## src/fpk_pkg.sv

```systemverilog
package fpk_pkg;

    // Bus and panel geometry.
    localparam int ADDR_W = 3;
    localparam int DATA_W = 16;
    localparam int NUM_SEL = 8;
    localparam int NUM_COL = 8;
    localparam int NUM_ROW = 8;
    localparam int NUM_FRONT_LAMP = 4;
    localparam int NUM_CPU_LAMP = 8;
    localparam int NUM_LAMP = NUM_FRONT_LAMP + NUM_CPU_LAMP;
    localparam int KNOB_W = 16;
    localparam int STEP_W = 4;
    localparam int WAIT_W = 20;

    // Decoded front-panel addresses; the remaining ones select only.
    localparam logic [ADDR_W-1:0] ADDR_COLUMN = 3'h0;
    localparam logic [ADDR_W-1:0] ADDR_ROWS = 3'h1;
    localparam logic [ADDR_W-1:0] ADDR_LAMP = 3'h2;
    localparam logic [ADDR_W-1:0] ADDR_KNOB = 3'h3;

    // Reset and constant values.
    localparam logic [KNOB_W-1:0] KNOB_CLEAR_VALUE = 16'h0000;
    localparam logic [KNOB_W-1:0] KNOB_ONE = 16'h0001;
    localparam logic [NUM_LAMP-1:0] LAMP_ALL_ON = 12'hFFF;
    localparam logic [NUM_LAMP-1:0] LAMP_ONE = 12'h001;
    localparam logic [NUM_SEL-1:0] SEL_ONE = 8'h01;
    localparam logic [NUM_COL-1:0] COL_RESET = 8'h00;
    localparam logic [DATA_W-1:0] WALK_ONE = 16'h0001;
    localparam logic [STEP_W-1:0] STEP_ONE = 4'h1;
    localparam logic [WAIT_W-1:0] WAIT_ONE = 20'h00001;

    // Timing: one column is strobed for the row pulse width.
    localparam int CLK_HZ = 100_000_000;
    localparam int COL_PULSE_MS = 7;
    localparam int COL_PULSE_CYCLES = COL_PULSE_MS * (CLK_HZ / 1000);
    localparam int LAMP_HOLD_DEFAULT = 1000;
    localparam int STROBE_CYCLES = 3;
    localparam int GAP_CYCLES = 2;

    typedef enum logic [1:0] {
        FPK_KEY_SCAN,
        FPK_DECODE_CYCLE,
        FPK_LAMP_SEQUENCE_TEST,
        FPK_KNOB_READ_TEST
    } fpk_mode_e;

endpackage : fpk_pkg

```

## src/fpk_panel_if.sv

```systemverilog
`timescale 1ns/100ps
// Parallel front-panel bus between host and panel logic.
interface fpk_panel_if (
    input wire logic clk,
    input wire logic resetn
);
    logic [fpk_pkg::ADDR_W-1:0] addr;
    logic [fpk_pkg::DATA_W-1:0] wrData;
    logic writeN;
    logic io_access_strobe_n;
    logic knob_count_clear_n;
    logic [fpk_pkg::DATA_W-1:0] rdData;

    modport device (
        input clk,
        input resetn,
        input addr,
        input wrData,
        input writeN,
        input io_access_strobe_n,
        input knob_count_clear_n,
        output rdData
    );

    modport host (
        input clk,
        input resetn,
        input rdData,
        output addr,
        output wrData,
        output writeN,
        output io_access_strobe_n,
        output knob_count_clear_n
    );
endinterface : fpk_panel_if

```

## src/fpk_device_end.sv

```systemverilog
`timescale 1ns/100ps
module fpk_device_end (
    fpk_panel_if.device bus,
    input wire logic [fpk_pkg::NUM_ROW*fpk_pkg::NUM_COL-1:0] keyDown,
    input wire logic preset_key_n,
    input wire logic encClk,
    input wire logic encUpDn,
    output logic [fpk_pkg::NUM_SEL-1:0] frontSelect,
    output logic [fpk_pkg::NUM_COL-1:0] columnStrobe,
    output logic [fpk_pkg::NUM_ROW-1:0] rowSense,
    output logic [fpk_pkg::NUM_LAMP-1:0] lampOn,
    output logic [fpk_pkg::KNOB_W-1:0] knobCount
);
    import fpk_pkg::*;

    ////////////////////////////////////////////////////////////////////////
    // Panel state: one packed struct, registered in one place.
    typedef struct packed {
        // Registered outputs and the read answer.
        logic [NUM_SEL-1:0] sel;
        logic [NUM_COL-1:0] col;
        logic [NUM_ROW-1:0] rows;
        logic [NUM_LAMP-1:0] lamp;
        logic [DATA_W-1:0] rdData;

        // Two-stage synchronisers for the pins.
        logic [NUM_ROW*NUM_COL-1:0] keyS1;
        logic [NUM_ROW*NUM_COL-1:0] keyS2;
        logic presetS1;
        logic presetS2;
    } fpk_dev_s;

    // Lamps come out of reset all on, which is what the preset key shows.
    localparam fpk_dev_s DEV_RESET = '{
        sel: '0,
        col: COL_RESET,
        rows: '0,
        lamp: LAMP_ALL_ON,
        rdData: '0,
        keyS1: '0,
        keyS2: '0,
        presetS1: 1'b1,
        presetS2: 1'b1
    };

    // Present and next panel state.
    fpk_dev_s q;
    fpk_dev_s next_q;

    // Helpers, recomputed every cycle.
    logic access;
    logic isWrite;
    logic isRead;
    logic [NUM_ROW-1:0] rowHit;
    logic [NUM_LAMP-1:0] lampDecode;
    logic [KNOB_W-1:0] knobValue;

    ////////////////////////////////////////////////////////////////////////
    // Access qualification. The strobe comes from host flops on this
    // clock, so it is used without a synchroniser.
    // Decode is full: an address with no latch behind it still
    // raises its select, which the cycle test relies on.
    assign access = !bus.io_access_strobe_n;
    assign isWrite = access && !bus.writeN;
    assign isRead = access && bus.writeN;

    ////////////////////////////////////////////////////////////////////////
    // Key matrix: a closed key ties its row to its column line. Only the
    // second stage of the key synchroniser feeds the matrix, so a bouncing
    // contact never reaches the row outputs half-resolved.
    generate
        for (genvar r = 0; r < NUM_ROW; r++) begin : gRow
            // One OR term per row over all of its columns.
            assign rowHit[r] = |(q.keyS2[r*NUM_COL +: NUM_COL] & q.col);
        end
    endgenerate

    ////////////////////////////////////////////////////////////////////////
    // Lamp index decode. An index past the last lamp turns all lamps off,
    // so a sequence test that overruns shows up as a dark panel.
    // The index is binary, in the low nibble of the data.
    always_comb begin
        if (bus.wrData[3:0] < 4'(NUM_LAMP)) begin
            lampDecode = LAMP_ONE << bus.wrData[3:0];
        end else begin
            lampDecode = '0;
        end
    end

    ////////////////////////////////////////////////////////////////////////
    // Knob counter with its own pin synchronisers. The clear line comes
    // from host flops on the same clock and goes straight in.
    // Clear beats a knob edge in the same cycle, so a detent that
    // lands during the clear is lost, not counted afterwards.
    fpk_knob_counter uKnob (
        .clk(bus.clk),
        .resetn(bus.resetn),
        .encClk(encClk),
        .encUpDn(encUpDn),
        .clearN(bus.knob_count_clear_n),
        .count(knobValue)
    );

    ////////////////////////////////////////////////////////////////////////
    // Next state of the panel logic.
    always_comb begin
        // Every field holds unless a branch below changes it.
        next_q = q;

        // Pin synchronisers for the key matrix and the preset key.
        next_q.keyS1 = keyDown;
        next_q.keyS2 = q.keyS1;
        next_q.presetS1 = preset_key_n;
        next_q.presetS2 = q.presetS1;

        // Row sense follows the column latch through the matrix.
        // A row read therefore lags its column write by one cycle.
        next_q.rows = rowHit;

        // One-hot select, only while the strobe is low. The select lags
        // the strobe by one cycle because every output leaves a flop.
        // It drops one cycle after the strobe rises, never before.
        if (access) begin
            next_q.sel = SEL_ONE << bus.addr;
        end else begin
            next_q.sel = '0;
        end

        // Writes. They repeat on every strobe cycle; that is harmless
        // since the host holds address and data for the whole access.
        if (isWrite) begin
            unique case (bus.addr)
                ADDR_COLUMN: begin
                    next_q.col = bus.wrData[NUM_COL-1:0];
                end
                ADDR_LAMP: begin
                    next_q.lamp = lampDecode;
                end
                default: begin
                    // Rows and knob are read only; the rest only select.
                end
            endcase
        end

        // Holding the preset key overrides whatever the host last wrote.
        // Only the synchronised level is used, so a bouncing key can
        // flicker the lamps but never feed a half-settled level in.
        if (!q.presetS2) begin
            next_q.lamp = LAMP_ALL_ON;
        end

        // Read data. The knob count is only sampled, never changed.
        next_q.rdData = '0;

        if (isRead) begin
            unique case (bus.addr)
                ADDR_COLUMN: begin
                    next_q.rdData = DATA_W'(q.col);
                end
                ADDR_ROWS: begin
                    next_q.rdData = DATA_W'(q.rows);
                end
                ADDR_LAMP: begin
                    next_q.rdData = DATA_W'(q.lamp);
                end
                ADDR_KNOB: begin
                    next_q.rdData = DATA_W'(knobValue);
                end
                default: begin
                    next_q.rdData = '0;
                end
            endcase
        end
    end

    ////////////////////////////////////////////////////////////////////////
    // State register. Reset lights every lamp and parks the columns low.
    // The lamp reset value stands in for the preset key during reset.
    always_ff @(posedge bus.clk or negedge bus.resetn) begin
        if (!bus.resetn) begin
            q <= DEV_RESET;
        end else begin
            q <= next_q;
        end
    end

    ////////////////////////////////////////////////////////////////////////
    // Outputs, all straight from flops.
    // The knob count leaves the counter's own flop, so it needs no
    // second stage here.
    assign bus.rdData = q.rdData;
    assign frontSelect = q.sel;
    assign columnStrobe = q.col;
    assign rowSense = q.rows;
    assign lampOn = q.lamp;
    assign knobCount = knobValue;

endmodule : fpk_device_end

```

## src/fpk_knob_counter.sv

```systemverilog
`timescale 1ns/100ps
module fpk_knob_counter (
    input wire logic clk,
    input wire logic resetn,
    input wire logic encClk,
    input wire logic encUpDn,
    input wire logic clearN,
    output logic [fpk_pkg::KNOB_W-1:0] count
);
    import fpk_pkg::*;

    typedef struct packed {
        logic clkS1;
        logic clkS2;
        logic clkPrev;
        logic dirS1;
        logic dirS2;
        logic [KNOB_W-1:0] count;
    } fpk_knob_s;

    fpk_knob_s q;
    fpk_knob_s next_q;

    ////////////////////////////////////////////////////////////////////////
    // Both knob lines get the same two-stage latency, so direction is
    // already settled when the clock edge is seen.
    always_comb begin
        next_q = q;
        next_q.clkS1 = encClk;
        next_q.clkS2 = q.clkS1;
        next_q.clkPrev = q.clkS2;
        next_q.dirS1 = encUpDn;
        next_q.dirS2 = q.dirS1;
        if (!clearN) begin
            next_q.count = KNOB_CLEAR_VALUE;
        end else if (q.clkS2 && !q.clkPrev) begin
            // High direction line means clockwise.
            next_q.count = q.dirS2 ? q.count + KNOB_ONE : q.count - KNOB_ONE;
        end
    end

    // State register.
    always_ff @(posedge clk or negedge resetn) begin
        if (!resetn) begin
            q <= '0;
        end else begin
            q <= next_q;
        end
    end

    assign count = q.count;

endmodule : fpk_knob_counter

```

## src/flat_wrapper.sv

```systemverilog
// flat-port wrapper written by rule: the top's interface ports become plain ports
module fpk_device_end_flat import fpk_pkg::*;
  (keyDown, preset_key_n, encClk, encUpDn, frontSelect, columnStrobe, rowSense, lampOn, knobCount, clk, resetn, bus_addr, bus_wrData, bus_writeN, bus_io_access_strobe_n, bus_knob_count_clear_n, bus_rdData);
  fpk_panel_if bus_i (.clk(clk), .resetn(resetn));
  input wire logic [fpk_pkg::NUM_ROW*fpk_pkg::NUM_COL-1:0] keyDown;
  input wire logic preset_key_n;
  input wire logic encClk;
  input wire logic encUpDn;
  output logic [fpk_pkg::NUM_SEL-1:0] frontSelect;
  output logic [fpk_pkg::NUM_COL-1:0] columnStrobe;
  output logic [fpk_pkg::NUM_ROW-1:0] rowSense;
  output logic [fpk_pkg::NUM_LAMP-1:0] lampOn;
  output logic [fpk_pkg::KNOB_W-1:0] knobCount;
  input wire logic clk;
  input wire logic resetn;
  input wire logic [$bits(bus_i.addr)-1:0] bus_addr;
  input wire logic [$bits(bus_i.wrData)-1:0] bus_wrData;
  input wire logic [$bits(bus_i.writeN)-1:0] bus_writeN;
  input wire logic [$bits(bus_i.io_access_strobe_n)-1:0] bus_io_access_strobe_n;
  input wire logic [$bits(bus_i.knob_count_clear_n)-1:0] bus_knob_count_clear_n;
  output wire logic [$bits(bus_i.rdData)-1:0] bus_rdData;
  assign bus_i.addr = bus_addr;
  assign bus_i.wrData = bus_wrData;
  assign bus_i.writeN = bus_writeN;
  assign bus_i.io_access_strobe_n = bus_io_access_strobe_n;
  assign bus_i.knob_count_clear_n = bus_knob_count_clear_n;
  assign bus_rdData = bus_i.rdData;
  fpk_device_end u_core (.bus(bus_i), .keyDown(keyDown), .preset_key_n(preset_key_n), .encClk(encClk), .encUpDn(encUpDn), .frontSelect(frontSelect), .columnStrobe(columnStrobe), .rowSense(rowSense), .lampOn(lampOn), .knobCount(knobCount));
endmodule
```

## config.mk

```make
export PLATFORM = sky130hd
export DESIGN_NAME = fpk_device_end_flat
export DESIGN_NICKNAME = d
export VERILOG_FILES = /design/src/fpk_pkg.sv /design/src/fpk_panel_if.sv /design/src/fpk_device_end.sv /design/src/fpk_knob_counter.sv /design/src/flat_wrapper.sv
export SDC_FILE = /design/constraint.sdc
export NUM_CORES = 1
export LEC_CHECK = 0
export CORE_MARGIN = 5
export CORE_UTILIZATION = 67
export CTS_BUF_LIST = sky130_fd_sc_hd__clkbuf_16
export DETAILED_ROUTE_END_ITERATION = 10
export DONT_BUFFER_PORTS = 1
export HOLD_SLACK_MARGIN = 0.15
export PLACE_DENSITY = 0.83
export SLEW_MARGIN = 40
export SYNTH_ARGS = -nofsm -noshare
export SYNTH_HDL_FRONTEND = slang
export SYNTH_HIERARCHICAL = 1
export SYNTH_SLANG_ARGS = --single-unit
```

## constraint.sdc

```tcl
create_clock -name clk -period 6.9 [get_ports clk]
set_clock_uncertainty 0.15 [all_clocks]
set_input_delay 0.345 -clock clk [delete_from_list [all_inputs] [get_ports clk]]
set_output_delay 0.345 -clock clk [all_outputs]
set_load 0.02 [all_outputs]
```

==> metrics.yaml, run 1 <==
dieHeight_um: 117
clk_pin_slew_ns: 0.06
dp_slack_ns: 4.10
yosys_warnings: 6
synth-seq-cells: 203
r2r_cells: 8
yosys-top-cells-area: "dfrtp_1, buf_4, dfstp_2"
critPathTopFamily: "compound AO/OA/AOI/OAI gates"
nets: 677
multiInputGateArea_um2: 1970
cts_resized: 0
final_common_cell: "dfrtp_1"
wl_um: 17600
timing.slew.headroom: 0.471
grt_pass1_vias: 4725
slew_viol_final: 0
power_density_nw_per_um2: 319
first_iter_violations: 394
first_pass_iters: 6
fin_area_um2: 8900
yosys.area.top_type: "dfrtp_1"
grt_pass1_wl_um: 26500
maxCapViolCount: 0
synth_enable_flop_cells: 0
clk_path_buf_depth: 3
peakVddDrop_uv: 299
critPathRequiredTime_ns: 7.08
most-common-layout-cells: "dfrtp_1, dlygate4sd3_1, a22oi_1, o21ai_0, nand2_1"
cts_tree: "built"
root_buffer: "clkbuf_16"
hold_class: "primary input to flip-flop"
hold_start: "bus_io_access_strobe_n"
worst-path-stages: 8
worstPathArrival_ns: 3.02
row_count: 39
critical-path-max-stage-delay_ns: 0.46
hpwlAfterDp_um: 10200
layout-area-overhead-vs-synth_pct: 15.6
postCtsSetupBuffers: 0
vias_per_cell: 6.19
cts_sinks: 203
grt_max_degree: 204
drc: 0
gp_congestion: 0.926
nFillCells: 574
grtUsageTotal: 0.260
fin_crit_sh: 0.412
hold-path-endpoint: "u_core/bus.rdData[4]"
htree_levels: 1
cp-start-kind: "flip-flop"
start_util: 0.680
avgSynthCellArea_um2: 13.9
syn_nets: 658
die_w_um: 117
async_flop_share: 1.00
cp-end-kind: "flip-flop"
synth_top_area_share: 0.615
reg2reg_from: "u_core/uKnob/q[16]"
worstSkewPairLatency_ns: 0.47
portBuffers: 0
yosysUniqueCellTypes: 56
setup.worst_path.class: "flip-flop to flip-flop"
numCtsBuffers: 20
die_area_um2: 13700
synth_ff_type: "dfrtp_1"
finalCriticalPeriod_ns: 2.84
wl_per_cell_um: 24.1
ioPinCount: 159
leakage_nw: 3.94
final.setup.worst_slack_ns: 4.06
status: "completed"
diodes: 0
seqCellArea_um2: 5100
ant_nets: 0
postSynthCellCount: 552
final_util: 0.786
critical_path.max_fanout: 15
ctsHoldBuffers: 87
timing.rr.end: "u_core/uKnob/count[15]"
drive_gt1_frac: 0.125
coreArea_um2: 11300
setup_viol: 0
grt-ovfl-total: 0
hold_viol: 0
crit_buf_inv: 1
synth_area_um2: 7700
grt_setup_unrepaired: "no"
ys_seq_area_frac: 0.662
min_path_cells: 2
dpl_cell_area_um2: 7260
worstMarginPinSlew_ns: 0.794
cpMaxStageDelayCell: "inv_1"
finalSetupTns_ns: 0
routed-via-count: 4507
path_cells: "inv_1 > ha_1 > a21o_1 > o21bai_4 > o2111a_2 > nor4b_2 > or3_1 > o2111ai_1"
fmax_mhz: 352
hold_ws_ns: 0.174
grt_antenna_before_repair: 0
reg2reg_setup_slack_ns: 4.06
## routing by layer
layer  global-route usage  part of all wire  vias up
li1                     -                 -     1913
met1                0.303              0.35     2302
met2                0.446              0.51      246
met3               0.0910              0.11       46
met4               0.0948             0.033        0
met5                    0                 0        -
## worst max-delay path by stage
stage | slack (ns) | to | from
after floorplan | 4.44 | u_core/uKnob/count[15] | u_core/uKnob/q[16]
after global placement | 4.19 | u_core/uKnob/count[15] | u_core/uKnob/q[16]
after detailed placement | 4.10 | u_core/uKnob/count[13] | u_core/uKnob/q[16]
after CTS | 4.07 | u_core/uKnob/count[15] | u_core/uKnob/q[16]
after global routing | 3.89 | u_core/uKnob/count[13] | u_core/uKnob/q[16]
final | 4.06 | u_core/uKnob/count[15] | u_core/uKnob/q[16]
## final cells by class
type / count / share of cell area
clock buffer: 21 / 0.0591
timing repair buffer: 89 / 0.104
multi-input combinational: 254 / 0.222
clock inverter: 15 / 0.0214
sequential: 203 / 0.573
inverter: 3 / 0.00127
tap: 143 / 0.0201
## per-stage QoR
| step | power, mW | instances |
|---|---|---|
| floorplan | 1.60 | 552 |
| global placement | 1.60 | 603 |
| detailed placement | 1.61 | 603 |
| CTS | 2.83 | 726 |
| global route | 2.94 | 728 |
| finish | 2.83 | 728 |
## synthesized netlist by cell type (11+ instances only)
library cell,instances
buf_4,68
clkbuf_1,16
ha_1,14
dfstp_2,14
dfrtp_1,189
a21oi_1,15
a22oi_1,32
nand2_1,23
nor2b_1,11
o211ai_1,11
nor2_1,16
o21ai_0,27
## power breakdown
group          total [mW]  switching (mW)  internal, mW
Clock                1.16           0.427         0.735
Combinational       0.251           0.118         0.132
Sequential           1.42           0.154          1.27
## sequential cells by signal, summed over array words and instances, names as in the netlist, 8 cells and up
register	cells
u_core/next_q	65
u_core/q	65
u_core/rowSense	8
u_core/columnStrobe	8
u_core/uKnob/count	16
u_core/frontSelect	8
u_core/bus.rdData	16
u_core/lampOn	12
## worst reg2reg max path, stage by stage, from the launching register on
cell,delay (ns)
dfrtp_1,0.38
inv_1,0.46
ha_1,0.41
a21o_1,0.23
o21bai_4,0.20
o2111a_2,0.30
nor4b_2,0.31
or3_1,0.16
o2111ai_1,0.11
## cell families after synthesis
family / share of synthesized area
flip-flops: 0.662
AO/OA/AOI/OAI: 0.103
buffers and inverters: 0.0818
AND/OR/NAND/NOR: 0.0675
multiplexers: 0.0455
adder cells (fa/ha/maj): 0.0254
XOR/XNOR: 0.0148
Note: power is estimated with default switching activity, not from simulation.
==> inputs of run 2 (changes only) <==
Settings changed: CORE_UTILIZATION 67 to 56, PLACE_DENSITY 0.83 to 0.74.
Clock period 6.9 ns to 2.4 ns, I/O delays scaled along.
==> run 2 against run 1 <==
The run now fails in clock tree synthesis. Synthesized cell count did not move. Synthesized area did not move.
==> metrics.yaml, run 2 <==
synth_top_area_share: 0.615  # unchanged
ys_seq_area_frac: 0.662  # unchanged
haltStage: "clock tree synthesis"
error: "[ERROR RSZ-0060] Max buffer count reached."
async_flop_share: 1.00  # unchanged
row_count: 42  # was 39
gp_congestion: 0.875  # was 0.926
syn_nets: 658  # unchanged
muxShareOfSynthArea: 0.0455  # unchanged
cts_resized: 3  # was 0
root_buffer: "clkbuf_16"  # unchanged
status: "did not finish"  # was completed
synth-seq-cells: 203  # unchanged
yosys-top-cells-area: "dfrtp_1, buf_4, dfstp_2"  # unchanged
clk_path_buf_depth: 3  # unchanged
dpl_cell_area_um2: 7510  # was 7260 um^2
synth_top_family_by_area: "compound AO/OA/AOI/OAI gates"  # unchanged
avgSynthCellArea_um2: 13.9  # unchanged
dpl.cell_count: 664  # was 603
synth_ff_type: "dfrtp_1"  # unchanged
htree_levels: 1  # unchanged
postSynthCellCount: 552  # unchanged
ioPinCount: 159  # unchanged
ctsHoldBuffers: 141  # was 87
portBuffers: 0  # unchanged
numCtsBuffers: 21  # was 20
yosys_warnings: 6  # unchanged
hpwlAfterDp_um: 10300  # was 10,200 um
yosysMostFrequentCell: "dfrtp_1"  # unchanged
synth_enable_flop_cells: 0  # unchanged
synth_area_um2: 7700  # unchanged
synth_fa_ha_area_frac: 0.0254  # unchanged
synthSimpleGateAreaFrac: 0.0675  # unchanged
dieHeight_um: 127  # was 117 um
yosysUniqueCellTypes: 56  # unchanged
synth_xor_area_frac: 0.0148  # unchanged
cts_sinks: 203  # unchanged
ys_top_cells_by_count: "dfrtp_1, buf_4, a22oi_1"  # unchanged
yosys.area.top_type: "dfrtp_1"  # unchanged
die_w_um: 127  # was 117 um
postCtsSetupBuffers: 1  # was 0
synth_compound_area_frac: 0.103  # unchanged
start_util: 0.577  # was 0.680
## run 2: cell counts after synthesis
Identical to the previous run, type by type.
## run 2: metrics by stage
| step | worst slack (ns) | utilization | hold slack (ns) |
|---|---|---|---|
| after detailed placement | -0.0769 | 0.563 | -0.320 |
| after global placement | -0.0367 | 0.563 | -0.319 |
| after floorplan | -0.0552 | - | -0.326 |
## run 2: cells by family after synthesis
| logic type | Yosys count |
|---|---|
| mux | 21 |
| xor+xnor | 13 |
| simple gates | 94 |
| compound gates | 111 |
| buf+inv | 95 |
| fa+ha+maj | 15 |
| flops | 203 |
==> inputs of run 3 (changes only) <==
Settings changed: CORE_UTILIZATION 56 to 40, CTS_BUF_LIST sky130_fd_sc_hd__clkbuf_16 to not set, HOLD_SLACK_MARGIN 0.15 to not set, PLACE_DENSITY 0.74 to not set, PLACE_DENSITY_LB_ADDON set to 0.15.
Clock period 2.4 ns to 3.1 ns, I/O delays scaled along.
==> run 3 against run 2 <==
The flow now finishes, with violations (hold timing).
==> metrics.yaml, run 3 (synthesis gave the netlist of run 1 again) <==
coreArea_um2: 18800
leakage_nw: 3.89
fmax_mhz: 388
status: "finished, violations left"  # was did not finish
cts_resized: 0  # was 3
die_w_um: 149  # was 127 um
final.setup.worst_slack_ns: 0.521
dp_slack_ns: 0.507  # was -0.0769 ns
grt_pass1_vias: 4372
hpwlAfterDp_um: 10600  # was 10,300 um
portBuffers: 0  # unchanged
clk_pin_slew_ns: 0.06
r2r_cells: 8
fin_crit_sh: 0.832
power_density_nw_per_um2: 686
vias_per_cell: 4.91
critPathRequiredTime_ns: 3.29
timing.slew.headroom: 0.473
nets: 677
hold_class: "primary input to async pin"
first_iter_violations: 254
path_cells: "inv_1 > ha_1 > a21o_1 > o21bai_4 > o2111a_2 > o21bai_1 > mux2i_1 > o311ai_0"
dieHeight_um: 149  # was 127 um
hold_viol: 203
grt_max_degree: 204
peakVddDrop_uv: 715
cts_sinks: 203  # unchanged
slew_viol_final: 0
nFillCells: 1646
row_count: 50  # was 42
drive_gt1_frac: 0.132
timing.rr.end: "u_core/uKnob/count[13]"
hold_ws_ns: -0.797
setup.worst_path.class: "flip-flop to flip-flop"
start_util: 0.409  # was 0.577
layout-area-overhead-vs-synth_pct: 16.5
routed-via-count: 4149
grt_antenna_before_repair: 0
dpl_cell_area_um2: 7430  # was 7510 um^2
critical_path.max_fanout: 8
critical-path-max-stage-delay_ns: 0.38
crit_buf_inv: 1
setup_viol: 0
cp-start-kind: "flip-flop"
fin_area_um2: 8960
wl_um: 16800
finalSetupTns_ns: 0
wl_per_cell_um: 19.9
violations: "hold timing"
die_area_um2: 22100
cp-end-kind: "flip-flop"
cts_tree: "built"
maxCapViolCount: 0
reg2reg_from: "u_core/uKnob/q[16]"
drc: 0
first_pass_iters: 4
grt_pass1_wl_um: 25900
reg2reg_setup_slack_ns: 0.52
most-common-layout-cells: "dfrtp_1, dlygate4sd3_1, a22oi_1, o21ai_0, nand2_1"
grt_setup_unrepaired: "no"
worstMarginPinSlew_ns: 0.791
ant_nets: 0
critPathTopFamily: "compound AO/OA/AOI/OAI gates"
numCtsBuffers: 22  # was 21
root_buffer: "clkbuf_16"  # unchanged
grtUsageTotal: 0.152
worstPathArrival_ns: 2.77
cp-startpoint: "u_core/uKnob/q[16]"
ctsHoldBuffers: 84  # was 141
cpMaxStageDelayCell: "dfrtp_1"
postCtsSetupBuffers: 0  # was 1
final_common_cell: "dfrtp_1"
worstSkewPairLatency_ns: 0.50
grt-ovfl-total: 0
ioPinCount: 159  # unchanged
htree_levels: 1  # unchanged
gp_congestion: 0.867  # was 0.875
clk_path_buf_depth: 3  # unchanged
finalCriticalPeriod_ns: 2.58
## run 3: report_power, final
part	internal, mW	switching (mW)
Combinational	0.288	0.210
Sequential	2.82	0.333
Clock	1.50	0.991
## run 3: stage by stage
step / instances / util / total power, mW / hold slack [ns]
CTS: 844 / 0.476 / 6.24 / -0.826
detailed placement: 723 / 0.394 / 3.62 / -0.285
global placement: 723 / 0.394 / 3.61 / -0.283
global route: 844 / 0.476 / 6.43 / -0.827
floorplan: 552 / - / 3.56 / -0.291
finish: 845 / 0.476 / 6.15 / -0.797
## run 3: cell type report
cell class	instances	area (um^2)	area share
Antenna cell	1	2.50	0.000279
Clock inverter	5	61.3	0.00684
Clock buffer	32	638	0.0712
Tap cell	260	325	0.0363
Sequential cell	203	5100	0.569
Timing Repair Buffer	87	858	0.0958
Inverter	3	11.3	0.00126
Multi-Input combinational cell	254	1970	0.220
## run 3: how the worst max path moves through the flow
stage	endpoint	slack, ns	depth (start not counted)
after global routing	u_core/uKnob/count[13]	0.33	8
after CTS	u_core/uKnob/count[13]	0.49	8
after global placement	u_core/uKnob/count[12]	0.53	8
after detailed placement	u_core/uKnob/count[13]	0.51	8
final	u_core/uKnob/count[13]	0.52	8
after floorplan	u_core/uKnob/count[15]	0.64	8
## run 3: per-layer routing
| metal | wire length (um) | part of all wire | GRT usage | up-vias |
|---|---|---|---|---|
| met3 | 1680 | 0.10 | 0.0591 | 26 |
| met2 | 7980 | 0.48 | 0.246 | 153 |
| li1 | - | - | - | 1911 |
| met4 | 353 | 0.021 | 0.0430 | 0 |
| met5 | 0 | 0 | 0 | - |
| met1 | 6760 | 0.40 | 0.191 | 2059 |
==> inputs of run 4 (changes only) <==
Clock period 3.1 ns to 2.4 ns, I/O delays scaled along.
==> run 4 against run 3 <==
The flow still finishes with violations (hold timing). Core utilization increased by 4.2 points. Wire length increased by 9.7%. Critical path depth unchanged. Maximum frequency increased by 11%. Register-to-register slack got worse by 0.45 ns. Global-route usage increased by 1.3 points. Die area unchanged. Largest power group unchanged.
==> metrics.yaml, run 4 (synthesis gave the netlist of run 1 again) <==
status: "finished, violations left"  # unchanged
violations: "hold timing"  # unchanged
leakage_nw: 4.27  # was 3.89 nW
critPathRequiredTime_ns: 2.61  # was 3.29 ns
die_w_um: 149  # unchanged
grt_antenna_before_repair: 0  # unchanged
cts_tree: "built"  # unchanged
start_util: 0.409  # unchanged
grt_max_degree: 204  # unchanged
dieHeight_um: 149  # unchanged
cp-end-kind: "flip-flop"  # unchanged
setup_viol: 0  # unchanged
die_area_um2: 22100  # unchanged
first_iter_violations: 219  # was 254
hold_class: "primary input to async pin"  # unchanged
critical_path.max_fanout: 7  # was 8
hold_viol: 203  # unchanged
power_mw: 8.24  # was 6.15 mW
cts_sinks: 203  # unchanged
drc: 0  # unchanged
gp_congestion: 0.868  # was 0.867
grt_pass1_wl_um: 28100  # was 25,900 um
final_common_cell: "dfrtp_1"  # unchanged
worstMarginPinSlew_ns: 0.757  # was 0.791 ns
hold_ws_ns: -0.833  # was -0.797 ns
power_density_nw_per_um2: 845  # was 686 nW/um^2
coreArea_um2: 18800  # unchanged
diodes: 0  # was 1
grt-ovfl-total: 0  # unchanged
ant_nets: 0  # unchanged
timing.slew.headroom: 0.494  # was 0.473
first_pass_iters: 4  # unchanged
slew_viol_final: 0  # unchanged
layout-area-overhead-vs-synth_pct: 26.7  # was 16.5%
wl_per_cell_um: 19.9  # about the same
row_count: 50  # unchanged
grt_pass1_vias: 4848  # was 4,372
finalCriticalPeriod_ns: 2.33  # was 2.58 ns
portBuffers: 0  # unchanged
drive_gt1_frac: 0.183  # was 0.132
fin_cells: 925  # was 845
ioPinCount: 159  # unchanged
ctsHoldBuffers: 128  # was 84
vias_per_cell: 4.87  # was 4.91
nets: 756  # was 677
root_buffer: "clkbuf_16"  # unchanged
numCtsBuffers: 22  # unchanged
worstSkewPairLatency_ns: 0.50  # about the same
grt_setup_unrepaired: "no"  # unchanged
fin_crit_sh: 0.970  # was 0.832
wl_um: 18400  # was 16,800 um
htree_levels: 1  # unchanged
setup.worst_path.class: "flip-flop to flip-flop"  # unchanged
peakVddDrop_uv: 575  # was 715 uV
maxCapViolCount: 0  # unchanged
hpwlAfterDp_um: 11400  # was 10,600 um
dpl.cell_count: 758  # was 723
fmax_mhz: 429  # was 388 MHz
clk_pin_slew_ns: 0.06  # about the same
routed-via-count: 4503  # was 4,149
most-common-layout-cells: "dfrtp_1, dlygate4sd3_1, buf_4, a22oi_1, o21ai_0"  # was dfrtp_1, dlygate4sd3_1, a22oi_1, o21ai_0, nand2_1
nFillCells: 1546  # was 1,646
worstPathArrival_ns: 2.54  # was 2.77 ns
clk_path_buf_depth: 3  # unchanged
grtUsageTotal: 0.165  # was 0.152
cp-start-kind: "flip-flop"  # unchanged
[run 4: path summary, 6_finish.rpt]
kind / start / endpoint / slack [ns] / cells after the start
setup / recovery: u_core/uKnob/q[16] / u_core/uKnob/count[12] / 0.07 / 8
hold / removal: resetn / u_core/next_q[34] / -0.83 / 0
setup reg to reg: u_core/uKnob/q[16] / u_core/uKnob/count[12] / 0.07 / 8
hold reg to reg: u_core/next_q[12] / u_core/q[12] / 0.19 / 0
max in group asynchronous: resetn / u_core/lampOn[8] / 2.58 / 0
min in group clk: bus_addr[0] / u_core/frontSelect[5] / 0.01 / 3
[run 4: area by class of cell]
type	count	area, um^2	area share
inverters	3	13.8	0.00141
multi-input cells	254	2040	0.209
clock buffers	30	611	0.0626
clock inverters	9	109	0.0112
well taps	260	325	0.0334
repair buffers	166	1560	0.160
flip-flops and latches	203	5100	0.523
[run 4: repair_timing]
action | 4_1_cts | 5_1_grt
hold endpoints to repair | 330 | 203
gates resized for setup | 4 | 9
pin swaps | 6 | 6
setup buffers | 0 | 0
setup endpoints to repair | 4 | 4
[run 4: worst max-delay path, cell delays in order, from the launching register on]
cell,delay (ns)
dfrtp_1,0.39
inv_4,0.08
fa_2,0.36
a21o_1,0.18
a311o_2,0.41
a211oi_4,0.25
o41ai_2,0.12
xnor2_1,0.18
o21ai_1,0.08
[run 4: metal layers]
layer,share of wire,vias up,GRT usage
met5,0,-,0
met4,0.022,0,0.0439
met3,0.079,27,0.0497
met2,0.49,143,0.279
met1,0.40,2267,0.207
li1,-,2066,-
[run 4: metrics by stage]
step	TNS, ns	utilization	area (um^2)	worst slack (ns)
after floorplan	-0.143	-	7700	-0.0552
after global placement	-0.0947	0.408	7690	-0.0557
after detailed placement	-0.226	0.408	7690	-0.0817
after CTS	0	0.515	9690	0.0000620
after global routing	0	0.518	9750	0.00587
final	0	0.518	9750	0.0710
[run 4: power by group]
part | internal [mW] | total [mW] | switching, mW
registers | 3.65 | 3.85 | 0.203
logic | 0.521 | 1.08 | 0.555
clock network | 2.00 | 3.31 | 1.31
